File: config.mk
export PLATFORM = sky130hd
export DESIGN_NAME = odf_front_end
export DESIGN_NICKNAME = d
export VERILOG_FILES = /design/src/design/odf_fifo.v /design/src/design/odf_front_end.v
export VERILOG_INCLUDE_DIRS = /design/src /design/src/shared
export SDC_FILE = /design/constraint.sdc
export NUM_CORES = 1
export LEC_CHECK = 0
export ABC_AREA = 1
export BUFFER_PORTS_ARGS = -buffer_cell sky130_fd_sc_hd__buf_2
export CAP_MARGIN = 20
export CORE_MARGIN = 3
export CORE_UTILIZATION = 40
export CTS_CLUSTER_DIAMETER = 120
export DETAILED_ROUTE_END_ITERATION = 6
export GPL_ROUTABILITY_DRIVEN = 0
export GPL_TIMING_DRIVEN = 0
export PLACE_DENSITY_LB_ADDON = 0.12
export SYNTH_ARGS = -nofsm -noshare
export SYNTH_HDL_FRONTEND = slang
export SYNTH_HIERARCHICAL = 1
export SYNTH_SLANG_ARGS = --single-unit
File: constraint.sdc
create_clock -name core_clk_i -period 5.2 [get_ports core_clk_i]
set_input_delay 0.26 -clock core_clk_i [delete_from_list [all_inputs] [get_ports core_clk_i]]
set_output_delay 0.26 -clock core_clk_i [all_outputs]
set_load 0.02 [all_outputs]
File: src/shared/odf_regs.vh
// constants and field layout of the octal converter serial front end
`ifndef ODF_REGS_VH
`define ODF_REGS_VH

// register byte offsets on the AXI4-Lite port
`define ODF_CTRL_OFS       12'h000
`define ODF_STATUS_OFS     12'h004
`define ODF_FRAMES_OFS     12'h008
`define ODF_DISCARD_OFS    12'h00C
`define ODF_CHAN_BASE_OFS  12'h020

// control register fields and reset value
`define ODF_CTRL_HOLD_BIT  0
`define ODF_CTRL_CLR_BIT   1
`define ODF_CTRL_RST       32'h00000000

// status register fields
`define ODF_ST_LEVEL_LSB   0
`define ODF_ST_PD_BIT      4
`define ODF_ST_OVF_BIT     5
`define ODF_ST_ACT_BIT     6
`define ODF_ST_PEND_LSB    8

// frame layout per variant
`define ODF_FRAME_LEN_HI   24
`define ODF_FRAME_LEN_LO   16
`define ODF_CODE_W_HI      16
`define ODF_CODE_W_LO      12
`define ODF_CHAN_W         3
`define ODF_NUM_CHAN       8
`define ODF_CODE_RST       16'h0000

// timing: sync high time between frames
`define ODF_CLK_PERIOD_NS  40
`define ODF_SYNC_HIGH_NS   20
// rounded up, so any nonzero gap needs at least one core cycle
`define ODF_SYNC_HIGH_CYC  ((`ODF_SYNC_HIGH_NS + `ODF_CLK_PERIOD_NS - 1) / \
                            `ODF_CLK_PERIOD_NS)

// fifo depth
`define ODF_FIFO_DEPTH     8

`endif
File: src/design/odf_fifo.v
// synchronous word fifo with valid/ready on both sides
`timescale 1ns/1ps
module odf_fifo #(
  parameter WIDTH = 20,
  parameter DEPTH = 8,
  parameter AW    = 3
) (
  input  wire             core_clk_i,
  input  wire             sys_rst_i,
  input  wire [WIDTH-1:0] in_data_i,
  input  wire             in_valid_i,
  output wire             in_ready_o,
  output wire [WIDTH-1:0] out_data_o,
  output wire             out_valid_o,
  input  wire             out_ready_i,
  output wire [AW:0]      level_o
);

  reg [WIDTH-1:0] mem [0:DEPTH-1];
  reg [AW-1:0]    wr_ptr;
  reg [AW-1:0]    rd_ptr;
  reg [AW:0]      count;
  reg [WIDTH-1:0] out_data;
  wire            push;
  wire            pop;

  // full and empty come straight from the occupancy count
  assign in_ready_o  = (count != DEPTH[AW:0]);
  assign out_valid_o = (count != {(AW+1){1'b0}});
  assign push        = in_valid_i & in_ready_o;
  assign pop         = out_valid_o & out_ready_i;
  assign level_o     = count;
  assign out_data_o  = out_data;

  // storage array has no reset, pointers do
  always @(posedge core_clk_i) begin
    if (push) begin
      mem[wr_ptr] <= in_data_i;
    end
  end

  // head word read straight from the array cells, which are flops
  always @* begin
    out_data = mem[rd_ptr];
  end

  // pointer and count bookkeeping
  always @(posedge core_clk_i) begin
    if (sys_rst_i) begin
      wr_ptr <= {AW{1'b0}};
      rd_ptr <= {AW{1'b0}};
      count  <= {(AW+1){1'b0}};
    end else begin
      if (push) begin
        wr_ptr <= (wr_ptr == DEPTH[AW-1:0] - 1'b1) ? {AW{1'b0}}
                                                   : wr_ptr + 1'b1;
      end
      if (pop) begin
        rd_ptr <= (rd_ptr == DEPTH[AW-1:0] - 1'b1) ? {AW{1'b0}}
                                                   : rd_ptr + 1'b1;
      end
      if (push & ~pop) begin
        count <= count + 1'b1;
      end else if (pop & ~push) begin
        count <= count - 1'b1;
      end
    end
  end

endmodule

File: src/design/odf_front_end.v
// serial front end of the eight channel converter with AXI4-Lite access
`timescale 1ns/1ps
`include "odf_regs.vh"
module odf_front_end #(
  parameter HIGH_RES = 1
) (
  input  wire                        core_clk_i,
  input  wire                        sys_rst_i,
  // serial pins, asynchronous to core_clk_i
  input  wire                        serial_clock_in_i,
  input  wire                        serial_data_in_i,
  input  wire                        frame_sync_n_i,
  input  wire                        load_dac_n_i,
  input  wire                        clear_n_i,
  // converter side
  output wire [16*`ODF_NUM_CHAN-1:0] dac_code_o,
  output wire                        power_down_o,
  output wire                        frame_ready_o,
  // AXI4-Lite slave
  input  wire [11:0]                 s_axi_awaddr,
  input  wire                        s_axi_awvalid,
  output wire                        s_axi_awready,
  input  wire [31:0]                 s_axi_wdata,
  input  wire [3:0]                  s_axi_wstrb,
  input  wire                        s_axi_wvalid,
  output wire                        s_axi_wready,
  output reg  [1:0]                  s_axi_bresp,
  output reg                         s_axi_bvalid,
  input  wire                        s_axi_bready,
  input  wire [11:0]                 s_axi_araddr,
  input  wire                        s_axi_arvalid,
  output wire                        s_axi_arready,
  output reg  [31:0]                 s_axi_rdata,
  output reg  [1:0]                  s_axi_rresp,
  output reg                         s_axi_rvalid,
  input  wire                        s_axi_rready
);

  localparam FRAME_LEN = HIGH_RES ? `ODF_FRAME_LEN_HI : `ODF_FRAME_LEN_LO;
  localparam CODE_W    = HIGH_RES ? `ODF_CODE_W_HI : `ODF_CODE_W_LO;
  localparam WORD_W    = 1 + `ODF_CHAN_W + 16;
  localparam SYNC_MIN  = `ODF_SYNC_HIGH_CYC;
  // one-hot frame states
  localparam ST_IDLE   = 3'b001;
  localparam ST_SHIFT  = 3'b010;
  localparam ST_DONE   = 3'b100;

  // two-stage synchronisers for every pin
  reg  [4:0] pin_s1;
  reg  [4:0] pin_s2;
  reg        sclk_d;
  wire       sclk_s  = pin_s2[0];
  wire       din_s   = pin_s2[1];
  wire       fs_n_s  = pin_s2[2];
  wire       load_n_s = pin_s2[3];
  wire       clr_n_s = pin_s2[4];
  wire       sclk_fall = sclk_d & ~sclk_s;

  always @(posedge core_clk_i) begin
    if (sys_rst_i) begin
      pin_s1 <= 5'h1C;
      pin_s2 <= 5'h1C;
      sclk_d <= 1'b0; // idle low clock gives no false fall
    end else begin
      pin_s1 <= {clear_n_i, load_dac_n_i, frame_sync_n_i,
                 serial_data_in_i, serial_clock_in_i};
      pin_s2 <= pin_s1;
      sclk_d <= sclk_s;
    end
  end

  // frame engine state
  reg [2:0]  state;
  reg [23:0] shift_reg;
  reg [4:0]  bit_cnt;
  reg [3:0]  sync_high_cnt;
  reg        push_valid;
  reg [WORD_W-1:0] push_word;
  reg        overflow;
  reg [15:0] frames_cnt;
  reg [15:0] discard_cnt;
  wire [23:0] next_shift = {shift_reg[22:0], din_s};
  wire        last_bit = (bit_cnt == FRAME_LEN[4:0] - 5'd1);
  wire        fifo_in_ready;
  wire        ovf_clear;

  assign frame_ready_o = fifo_in_ready;

  // serial frame capture; partial frames never reach the fifo
  always @(posedge core_clk_i) begin
    if (sys_rst_i) begin
      state         <= ST_IDLE;
      shift_reg     <= 24'h000000;
      bit_cnt       <= 5'h00;
      sync_high_cnt <= 4'h0;
      push_valid    <= 1'b0;
      push_word     <= {WORD_W{1'b0}};
      overflow      <= 1'b0;
      frames_cnt    <= 16'h0000;
      discard_cnt   <= 16'h0000;
    end else begin
      push_valid <= 1'b0;
      // sync high time counted so a short gap does not start a frame
      if (fs_n_s) begin
        if (sync_high_cnt != 4'hF) begin
          sync_high_cnt <= sync_high_cnt + 4'h1;
        end
      end else begin
        sync_high_cnt <= 4'h0;
      end
      // set wins over software clear
      if (push_valid & ~fifo_in_ready) begin
        overflow <= 1'b1;
      end else if (ovf_clear) begin
        overflow <= 1'b0;
      end
      case (state)
        ST_IDLE: begin
          // falling sync after enough high time opens a frame
          if (~fs_n_s && sync_high_cnt >= SYNC_MIN[3:0]) begin
            state   <= ST_SHIFT;
            bit_cnt <= 5'h00;
          end
        end
        ST_SHIFT: begin
          if (fs_n_s) begin
            state       <= ST_IDLE;
            discard_cnt <= discard_cnt + 16'h0001;
          end else if (sclk_fall) begin
            shift_reg <= next_shift;
            bit_cnt   <= bit_cnt + 5'h01;
            if (last_bit) begin
              // word handed over on the final falling edge
              state      <= ST_DONE;
              push_valid <= 1'b1;
              frames_cnt <= frames_cnt + 16'h0001;
              if (HIGH_RES) begin
                push_word <= {next_shift[16], next_shift[19:17],
                              next_shift[15:0]};
              end else begin
                push_word <= {next_shift[12], next_shift[15:13],
                              4'h0, next_shift[11:0]};
              end
            end
          end
        end
        ST_DONE: begin
          // extra clocks are ignored until sync returns high
          if (fs_n_s) begin
            state <= ST_IDLE;
          end
        end
        default: begin
          state <= ST_IDLE;
        end
      endcase
    end
  end

  // words wait here while software holds the drain stalled
  wire [WORD_W-1:0] pop_word;
  wire              pop_valid;
  wire              pop_ready;
  wire [3:0]        fifo_level;
  reg  [31:0]       ctrl;

  odf_fifo #(
    .WIDTH (WORD_W),
    .DEPTH (`ODF_FIFO_DEPTH),
    .AW    (3)
  ) u_fifo (
    .core_clk_i  (core_clk_i),
    .sys_rst_i   (sys_rst_i),
    .in_data_i   (push_word),
    .in_valid_i  (push_valid),
    .in_ready_o  (fifo_in_ready),
    .out_data_o  (pop_word),
    .out_valid_o (pop_valid),
    .out_ready_i (pop_ready),
    .level_o     (fifo_level)
  );

  assign pop_ready = ~ctrl[`ODF_CTRL_HOLD_BIT];

  // decode of a drained word
  wire       take     = pop_valid & pop_ready;
  wire       word_pd  = pop_word[WORD_W-1];
  wire [2:0] word_ch  = pop_word[WORD_W-2:16];
  wire       clr_now  = ~clr_n_s | ctrl[`ODF_CTRL_CLR_BIT];
  wire       load_now = ~load_n_s;
  reg        power_down;

  // power-down entered by a word with the bit set, left by an update
  always @(posedge core_clk_i) begin
    if (sys_rst_i) begin
      power_down <= 1'b0;
    end else if (take) begin
      power_down <= word_pd;
    end
  end
  assign power_down_o = power_down;

  // eight channels: input register, pending flag, output register
  wire [`ODF_NUM_CHAN-1:0] pend;
  genvar g;
  generate
    for (g = 0; g < `ODF_NUM_CHAN; g = g + 1) begin : g_chan
      reg [15:0] in_q;
      reg [15:0] dac_q;
      reg        pend_q;
      wire       wr = take & ~word_pd & ({29'h0, word_ch} == g);
      always @(posedge core_clk_i) begin
        if (sys_rst_i | clr_now) begin
          in_q   <= `ODF_CODE_RST;
          dac_q  <= `ODF_CODE_RST;
          pend_q <= 1'b0;
        end else begin
          // output moves only while load is held low
          if (load_now & pend_q) begin
            dac_q  <= in_q;
            pend_q <= 1'b0;
          end
          // a new word sets pending even if a transfer clears it now
          if (wr) begin
            in_q   <= pop_word[15:0] & ({16{1'b1}} >> (16 - CODE_W));
            pend_q <= 1'b1;
          end
        end
      end
      assign dac_code_o[g*16 +: 16] = dac_q;
      assign pend[g] = pend_q;
    end
  endgenerate

  // AXI4-Lite write path; address and data taken in either order
  reg        aw_got;
  reg        w_got;
  reg [11:0] aw_addr;
  reg [31:0] w_data;
  reg [3:0]  w_strb;
  wire       aw_hs = s_axi_awvalid & s_axi_awready;
  wire       w_hs  = s_axi_wvalid & s_axi_wready;
  wire       do_wr = aw_got & w_got & ~s_axi_bvalid;
  wire       wr_ctrl = (aw_addr == `ODF_CTRL_OFS);
  wire       wr_stat = (aw_addr == `ODF_STATUS_OFS);

  assign s_axi_awready = ~aw_got & ~s_axi_bvalid;
  assign s_axi_wready  = ~w_got & ~s_axi_bvalid;
  assign ovf_clear = do_wr & wr_stat & w_strb[0] &
                     w_data[`ODF_ST_OVF_BIT];

  always @(posedge core_clk_i) begin
    if (sys_rst_i) begin
      aw_got       <= 1'b0;
      w_got        <= 1'b0;
      aw_addr      <= 12'h000;
      w_data       <= 32'h00000000;
      w_strb       <= 4'h0;
      s_axi_bvalid <= 1'b0;
      s_axi_bresp  <= 2'b00;
      ctrl         <= `ODF_CTRL_RST;
    end else begin
      if (aw_hs) begin
        aw_got  <= 1'b1;
        aw_addr <= s_axi_awaddr;
      end
      if (w_hs) begin
        w_got  <= 1'b1;
        w_data <= s_axi_wdata;
        w_strb <= s_axi_wstrb;
      end
      if (do_wr) begin
        aw_got       <= 1'b0;
        w_got        <= 1'b0;
        s_axi_bvalid <= 1'b1;
        // only control and status accept writes; the rest is refused
        s_axi_bresp  <= (wr_ctrl | wr_stat) ? 2'b00 : 2'b10;
        if (wr_ctrl & w_strb[0]) begin
          ctrl[7:0] <= w_data[7:0] & 8'h03;
        end
      end else if (s_axi_bvalid & s_axi_bready) begin
        s_axi_bvalid <= 1'b0;
      end
    end
  end

  // read mux over the block's own state
  reg [31:0] rd_val;
  reg        rd_ok;
  always @* begin
    rd_val = 32'h00000000;
    rd_ok  = 1'b1;
    if ({s_axi_araddr[11:5], 5'h00} == `ODF_CHAN_BASE_OFS &&
        s_axi_araddr[1:0] == 2'b00) begin
      rd_val[15:0] = dac_code_o[s_axi_araddr[4:2]*16 +: 16];
    end else begin
      case (s_axi_araddr)
        `ODF_CTRL_OFS: begin
          rd_val = ctrl;
        end
        `ODF_STATUS_OFS: begin
          rd_val[`ODF_ST_LEVEL_LSB +: 4] = fifo_level;
          rd_val[`ODF_ST_PD_BIT]         = power_down;
          rd_val[`ODF_ST_OVF_BIT]        = overflow;
          rd_val[`ODF_ST_ACT_BIT]        = (state == ST_SHIFT);
          rd_val[`ODF_ST_PEND_LSB +: 8]  = pend;
        end
        `ODF_FRAMES_OFS: begin
          rd_val[15:0] = frames_cnt;
        end
        `ODF_DISCARD_OFS: begin
          rd_val[15:0] = discard_cnt;
        end
        default: begin
          rd_ok = 1'b0;
        end
      endcase
    end
  end

  assign s_axi_arready = ~s_axi_rvalid;

  // one read in flight; answer registered the edge after the address
  always @(posedge core_clk_i) begin
    if (sys_rst_i) begin
      s_axi_rvalid <= 1'b0;
      s_axi_rdata  <= 32'h00000000;
      s_axi_rresp  <= 2'b00;
    end else if (s_axi_arvalid & s_axi_arready) begin
      s_axi_rvalid <= 1'b1;
      s_axi_rdata  <= rd_val;
      s_axi_rresp  <= rd_ok ? 2'b00 : 2'b10;
    end else if (s_axi_rvalid & s_axi_rready) begin
      s_axi_rvalid <= 1'b0;
    end
  end

endmodule

# Word level (Yosys, flattened, before mapping)
# Memory sizes are Yosys's and may differ from the RTL's. A register that Yosys moved wholly into a read port is not among the register bits.
# Cells that the tools add are included.
[op_classes] addsub=8 magnitude_cmp=1 n_eq_ne=26 shifts=1 mux=49 n_bitwise=54 reduce_logical=30
[op_table] cell="$shiftx 128x8->16" n=1
[op_table] cell="$and 1x1->1" n=36
[op_table] cell="$add 16x1->16 const B" n=2
[op_table] cell="$pmux 7 s4" n=1
[op_table] cell="$mux 1" n=27
[op_table] cell="$mux 3" n=9
[op_table] cell="$reduce_bool 2->1" n=13
[op_table] cell="$eq 12x3->1 const B" n=2
[op_table] cell="$eq 12x4->1 const B" n=2
[op_table] cell="$logic_not 12->1" n=2
[op_table] cell="$pmux 8 s3" n=1
[op_table] cell="$eq 3x3->1 const B" n=7
[op_table] cell="$mux 16" n=1
[op_table] cell="$mux 5" n=3
[op_table] cell="$not 1->1" n=15
[op_table] cell="$reduce_and 4->1" n=3
[op_table] cell="$pmux 5 s2" n=1
[op_table] cell="$eq 3x2->1 const B" n=3
[op_table] cell="$pmux 3 s3" n=1
[op_table] cell="$add 4x1->4 const B" n=2
[op_table] cell="$mux 4" n=2
[op_table] cell="$ne 2x2->1 const B" n=4
[op_table] cell="$ne 4x4->1 const B" n=2
[op_table] cell="$reduce_or 4->1" n=2
[op_table] cell="other kinds (18)" n=27
[word_totals] register_bits=416 ram_bits=160 in_bits=72 out_inout_bits=171 word_cells=221 mem_count=1
[mem_list] memory="u_fifo.mem" words=8 width=20 rd=1 rd_clocked_by_memory_dff=1 wr=1 line="odf_fifo.v:19" rtl="reg [WIDTH-1:0] mem [0:DEPTH-1];"

# Depth between registers and ports, before layout
[logic_depth] word_depth=7 mapped_depth=16 depth_no_buf=14

# By module
# The synthesis kept the hierarchy.
[by_module_without_submodules] module="odf_front_end" instances=1 cells_per_inst=2272 area_each_um2=16607.2 seq_area_each_um2=8027.7
[by_module_without_submodules] module="odf_fifo" instances=1 cells_per_inst=628 area_each_um2=7094.3 seq_area_each_um2=5064.9

# Worst setup path before layout
# Ideal clock, no wire load.
[synth_path] path_kind="reg-to-reg" startpoint="register u_fifo.count[0] (netlist: u_fifo/level_o[0])" endpoint="memory u_fifo.mem[0][0] (enable)" t_arrival_ps=1872 required_time_ps=4803 setup_slack_ps=2931 path_stages_with_launch=6 synth_period_minus_slack_ps=2269 path_cell_list="dfxtp_1 nor2_1 nand3_2 nand2_1 or2_1 nor2_1"
[synth_between] elab_chain_cells=4
[synth_lines] element="start, declared" line="odf_fifo.v:22" rtl="reg [AW:0] count;"
[synth_lines] element="start signal, assigned" line="odf_fifo.v:52" rtl="count <= {(AW+1){1'b0}};"
[synth_lines] element="start signal, assigned" line="odf_fifo.v:63" rtl="count <= count + 1'b1;"
[synth_lines] element="start signal, assigned" line="odf_fifo.v:65" rtl="count <= count - 1'b1;"
[synth_lines] element="$ne 4x4->1" line="odf_fifo.v:28" rtl="assign in_ready_o = (count != DEPTH[AW:0]);"
[synth_lines] element="named net frame_ready_o" line="odf_front_end.v:18" rtl="output wire frame_ready_o,"
[synth_lines] element="$and 1x1->1" line="odf_fifo.v:30" rtl="assign push = in_valid_i & in_ready_o;"
[synth_lines] element="$mux 1" line="odf_fifo.v:37" rtl="if (push) begin"
[synth_lines] element="$mux 1 (not written as such)" line="odf_fifo.v:38" rtl="mem[wr_ptr] <= in_data_i;"
[synth_lines] element="end, declared" line="odf_fifo.v:19"
# The timed path passes the listed nets, and every way through them passes these cells.

==> run metrics <==
outcome finished with violations; failing checks design-rule violations; CTS sink cnt 574; Hold Vio Cnt, Final 0; first-pass GRT wire length 118000 um; die width 249 um; share of cells above drive strength 1 0.151; leading post-synthesis cells by cell area dfxtp_1, edfxtp_1, nand2_1; Reg clk slew, reported paths 60 ps; Final period util 0.533; Die H 249 um; post-synthesis adder-cell area fraction 0.00771; cell count after synthesis 2900; wire per inst 19.6 um; via count 20.6k; clock skew 32.5 ps; Synth Area in Simple Gates 0.243; Yosys top cell area share 0.350; final setup violating endpoints 0; relative slew slack 0.297; cell count of the worst reg-to-reg path 15; DP HPWL 57700 um; Worst Hold Launch s_axi_wvalid; pin count of the biggest net entering global routing 21; M3 GR Usage 0.0506; Num CTS Buffers 60; Worst Hold Path EP w_strb[0]$_SDFFE_PP0P_; DR iter-0 viols 1783; Final #Nets 3287; GRT Max-Usage Layer met2; ys async rst share 0; clk root buf clkbuf_16; initial antenna violation count 0; WP data required 5700 ps; Peak VDD IR 0.000262 V; Worst-Skew Late Latency 640 ps; met1 GRT Util 0.336; reg2reg setup slack 2430 ps; Slew Limit Fails 0; die area 62200 um2; CP startpoint kind flop; Fmax 361 MHz; Worst setup EP type flop; pwr dens 434 nW/um2; via-per-instance ratio 5.13; max reg flops 160; H-tree Lvls 2; Avg Inst Size Synth 8.17 um2; Biggest register u_fifo/mem; biggest regs u_fifo/mem: 160 flops, g_chan.dac_q: 128 flops, g_chan.in_q: 128 flops; Cell variety after synth 46; crit path max fanout 10; Mapped Area 23700 um2; EDFF count, synth 160; DP Worst Slack 2440 ps; Yosys warnings 6; core area 58100 um2; Remaining DRCs 8; Tightest Hold Check Type in -> reg; slew at the pin with the worst max-slew slack 1050 ps; Post-Synth XOR/XNOR Area 0.00480; Initial Util 0.408; Top Ports 243; #FFs+latches synth 574; Main synth FF type dfxtp_1; Seq/Total Area, Yosys 0.552; leading area contributor after synthesis dfxtp_1; RR Endpoint g_chan[3].in_q[10]$_SDFFE_PP0P_; max cap viols 0; vias in the first global route 19.8k; post-synthesis compound-gate area fraction 0.123; final total power 12.2 mW; worst hold path depth 3; setup TNS 0 ps; combinational family with the most area after synthesis simple AND/OR/NAND/NOR gates; CTS tree yes; unrepaired setup endpoints after global routing no; drt pass-1 iters 7; count of input and output buffers 190; worst setup margin 2430 ps; global-route track usage on met2 0.388; final wirelength 78500 um; Worst Path Arrival 3270 ps; Post-CTS Resized 0; static leakage 11.0 nW; Layout fillers 5767; total grt overflow 0; post-layout min period 2770 ps; mux cell area share after synthesis 0; Setup CP Type reg -> reg; CTS max path bufs 3; Cell Rows 88; Routed Antenna Nets 0; area grow syn2layout 18.3%; gr usage total 0.247
[metrics by stage]
step	cells	area, um2	hold WS (ps)	utilization
CTS	4015	28000	27.5	0.482
global route	4015	28000	97.1	0.482
floorplan	2917	23800	329	-
global placement	3872	25700	394	0.442
finish	4016	28000	57.5	0.482
detailed placement	3880	25800	393	0.444
[synthesized netlist by cell type (4+ instances only)]
cell type,number
a211oi_1,42
a21o_1,6
a21oi_1,309
a22oi_1,4
buf_1,8
buf_2,66
buf_4,32
buf_6,17
clkbuf_1,47
clkbuf_2,5
clkinv_1,4
dfxtp_1,414
edfxtp_1,160
ha_1,13
inv_1,143
inv_2,20
nand2_1,780
nand2_2,5
nand2_4,4
nand3_1,76
nand4_1,27
nor2_1,447
nor2_2,4
nor2_4,16
nor3_1,22
o21ai_0,134
o21ai_1,50
or2_2,7
xor2_1,10
[how the worst max path moves through the flow]
| stage | slack, ps | startpoint | to |
|---|---|---|---|
| 4_1_cts | 2440 | flop | g_chan[3].in_q[14]$_SDFFE_PP0P_ |
| 6_report | 2430 | flop | g_chan[3].in_q[10]$_SDFFE_PP0P_ |
| 2_1_floorplan | 2930 | u_fifo/level_o[0]$_SDFFE_PP0P_ | u_fifo/mem[0][0]$_DFFE_PP_ |
| 5_1_grt | 2250 | flop | g_chan[3].in_q[10]$_SDFFE_PP0P_ |
| 3_5_place_dp | 2440 | flop | g_chan[3].in_q[10]$_SDFFE_PP0P_ |
| 3_3_place_gp | 2140 | u_fifo/level_o[1]$_SDFFE_PP0P_ | u_fifo/mem[2][8]$_DFFE_PP_ |
[timing repair]
| action | 4_1_cts | 5_1_grt |
|---|---|---|
| buffers inserted | 0 | 0 |
| hold buffers | 24 | 0 |
| hold endpoints to repair | 27 | 0 |
[critical path, stage by stage (launching register included)]
cell     delay, ps
dfxtp_1        300
buf_2          160
inv_2          100
buf_2          270
nor2_1          80
o21ai_1         90
nand2_1         70
nand2_1         80
nand2_1        120
nor2_4         230
nand2_4        120
nor2_2         460
inv_2          220
buf_6          200
nand2_1         60
a21oi_1         60
[power breakdown]
part,internal (mW),switching [mW],total (mW)
Clock,2.47,1.80,4.27
Sequential,4.80,0.145,4.94
Combinational,0.783,2.17,2.96
Total,8.05,4.12,12.2
[cell usage in the layout, fill, tap and decap left out, types with 12 or more instances in the layout]
cell type | netlist | routed
buf_6 | 17 | 17
clkinv_2 | 0 | 13
inv_2 | 20 | 20
o21ai_1 | 50 | 50
conb_1 | 1 | 18
nand2_1 | 780 | 780
o21ai_0 | 134 | 134
clkbuf_8 | 0 | 12
a21oi_1 | 309 | 309
buf_4 | 32 | 32
ha_1 | 13 | 13
nor2_2 | 4 | 12
nand3_1 | 76 | 76
edfxtp_1 | 160 | 160
a211oi_1 | 42 | 42
dlygate4sd3_1 | 0 | 24
buf_2 | 66 | 256
clkbuf_1 | 47 | 62
clkbuf_16 | 0 | 61
nand4_1 | 27 | 27
nor3_1 | 22 | 22
nor2_4 | 16 | 16
nor2_1 | 447 | 439
dfxtp_1 | 414 | 414
inv_1 | 143 | 143
[cell type report]
class,count,area (um2),share of cell area
Sequential cell,574,13100,0.467
Multi-Input combinational cell,1999,9060,0.323
Clock buffer,90,1760,0.0627
Timing Repair Buffer,222,1340,0.0477
Buffer,175,993,0.0354
Tap cell,765,957,0.0341
Inverter,169,642,0.0229
Clock inverter,21,193,0.00687
Antenna cell,1,2.50,0.0000893
[layer usage]
metal	share of wire	routed length, um
met3	0.086	6750
met4	0.036	2850
met1	0.43	34100
met2	0.44	34900
met5	0	0
[logic make-up (layout without fill, tap and decap cells)]
kind of cell / after synthesis / count (layout)
other: 1 / 19
flip-flops: 574 / 574
buffers and inverters: 344 / 677
AND/OR/NAND/NOR: 1402 / 1402
XOR/XNOR: 13 / 13
AO/OA/AOI/OAI: 552 / 552
adder cells (fa/ha/maj): 14 / 14
Note: power is estimated with default switching activity, not from simulation.
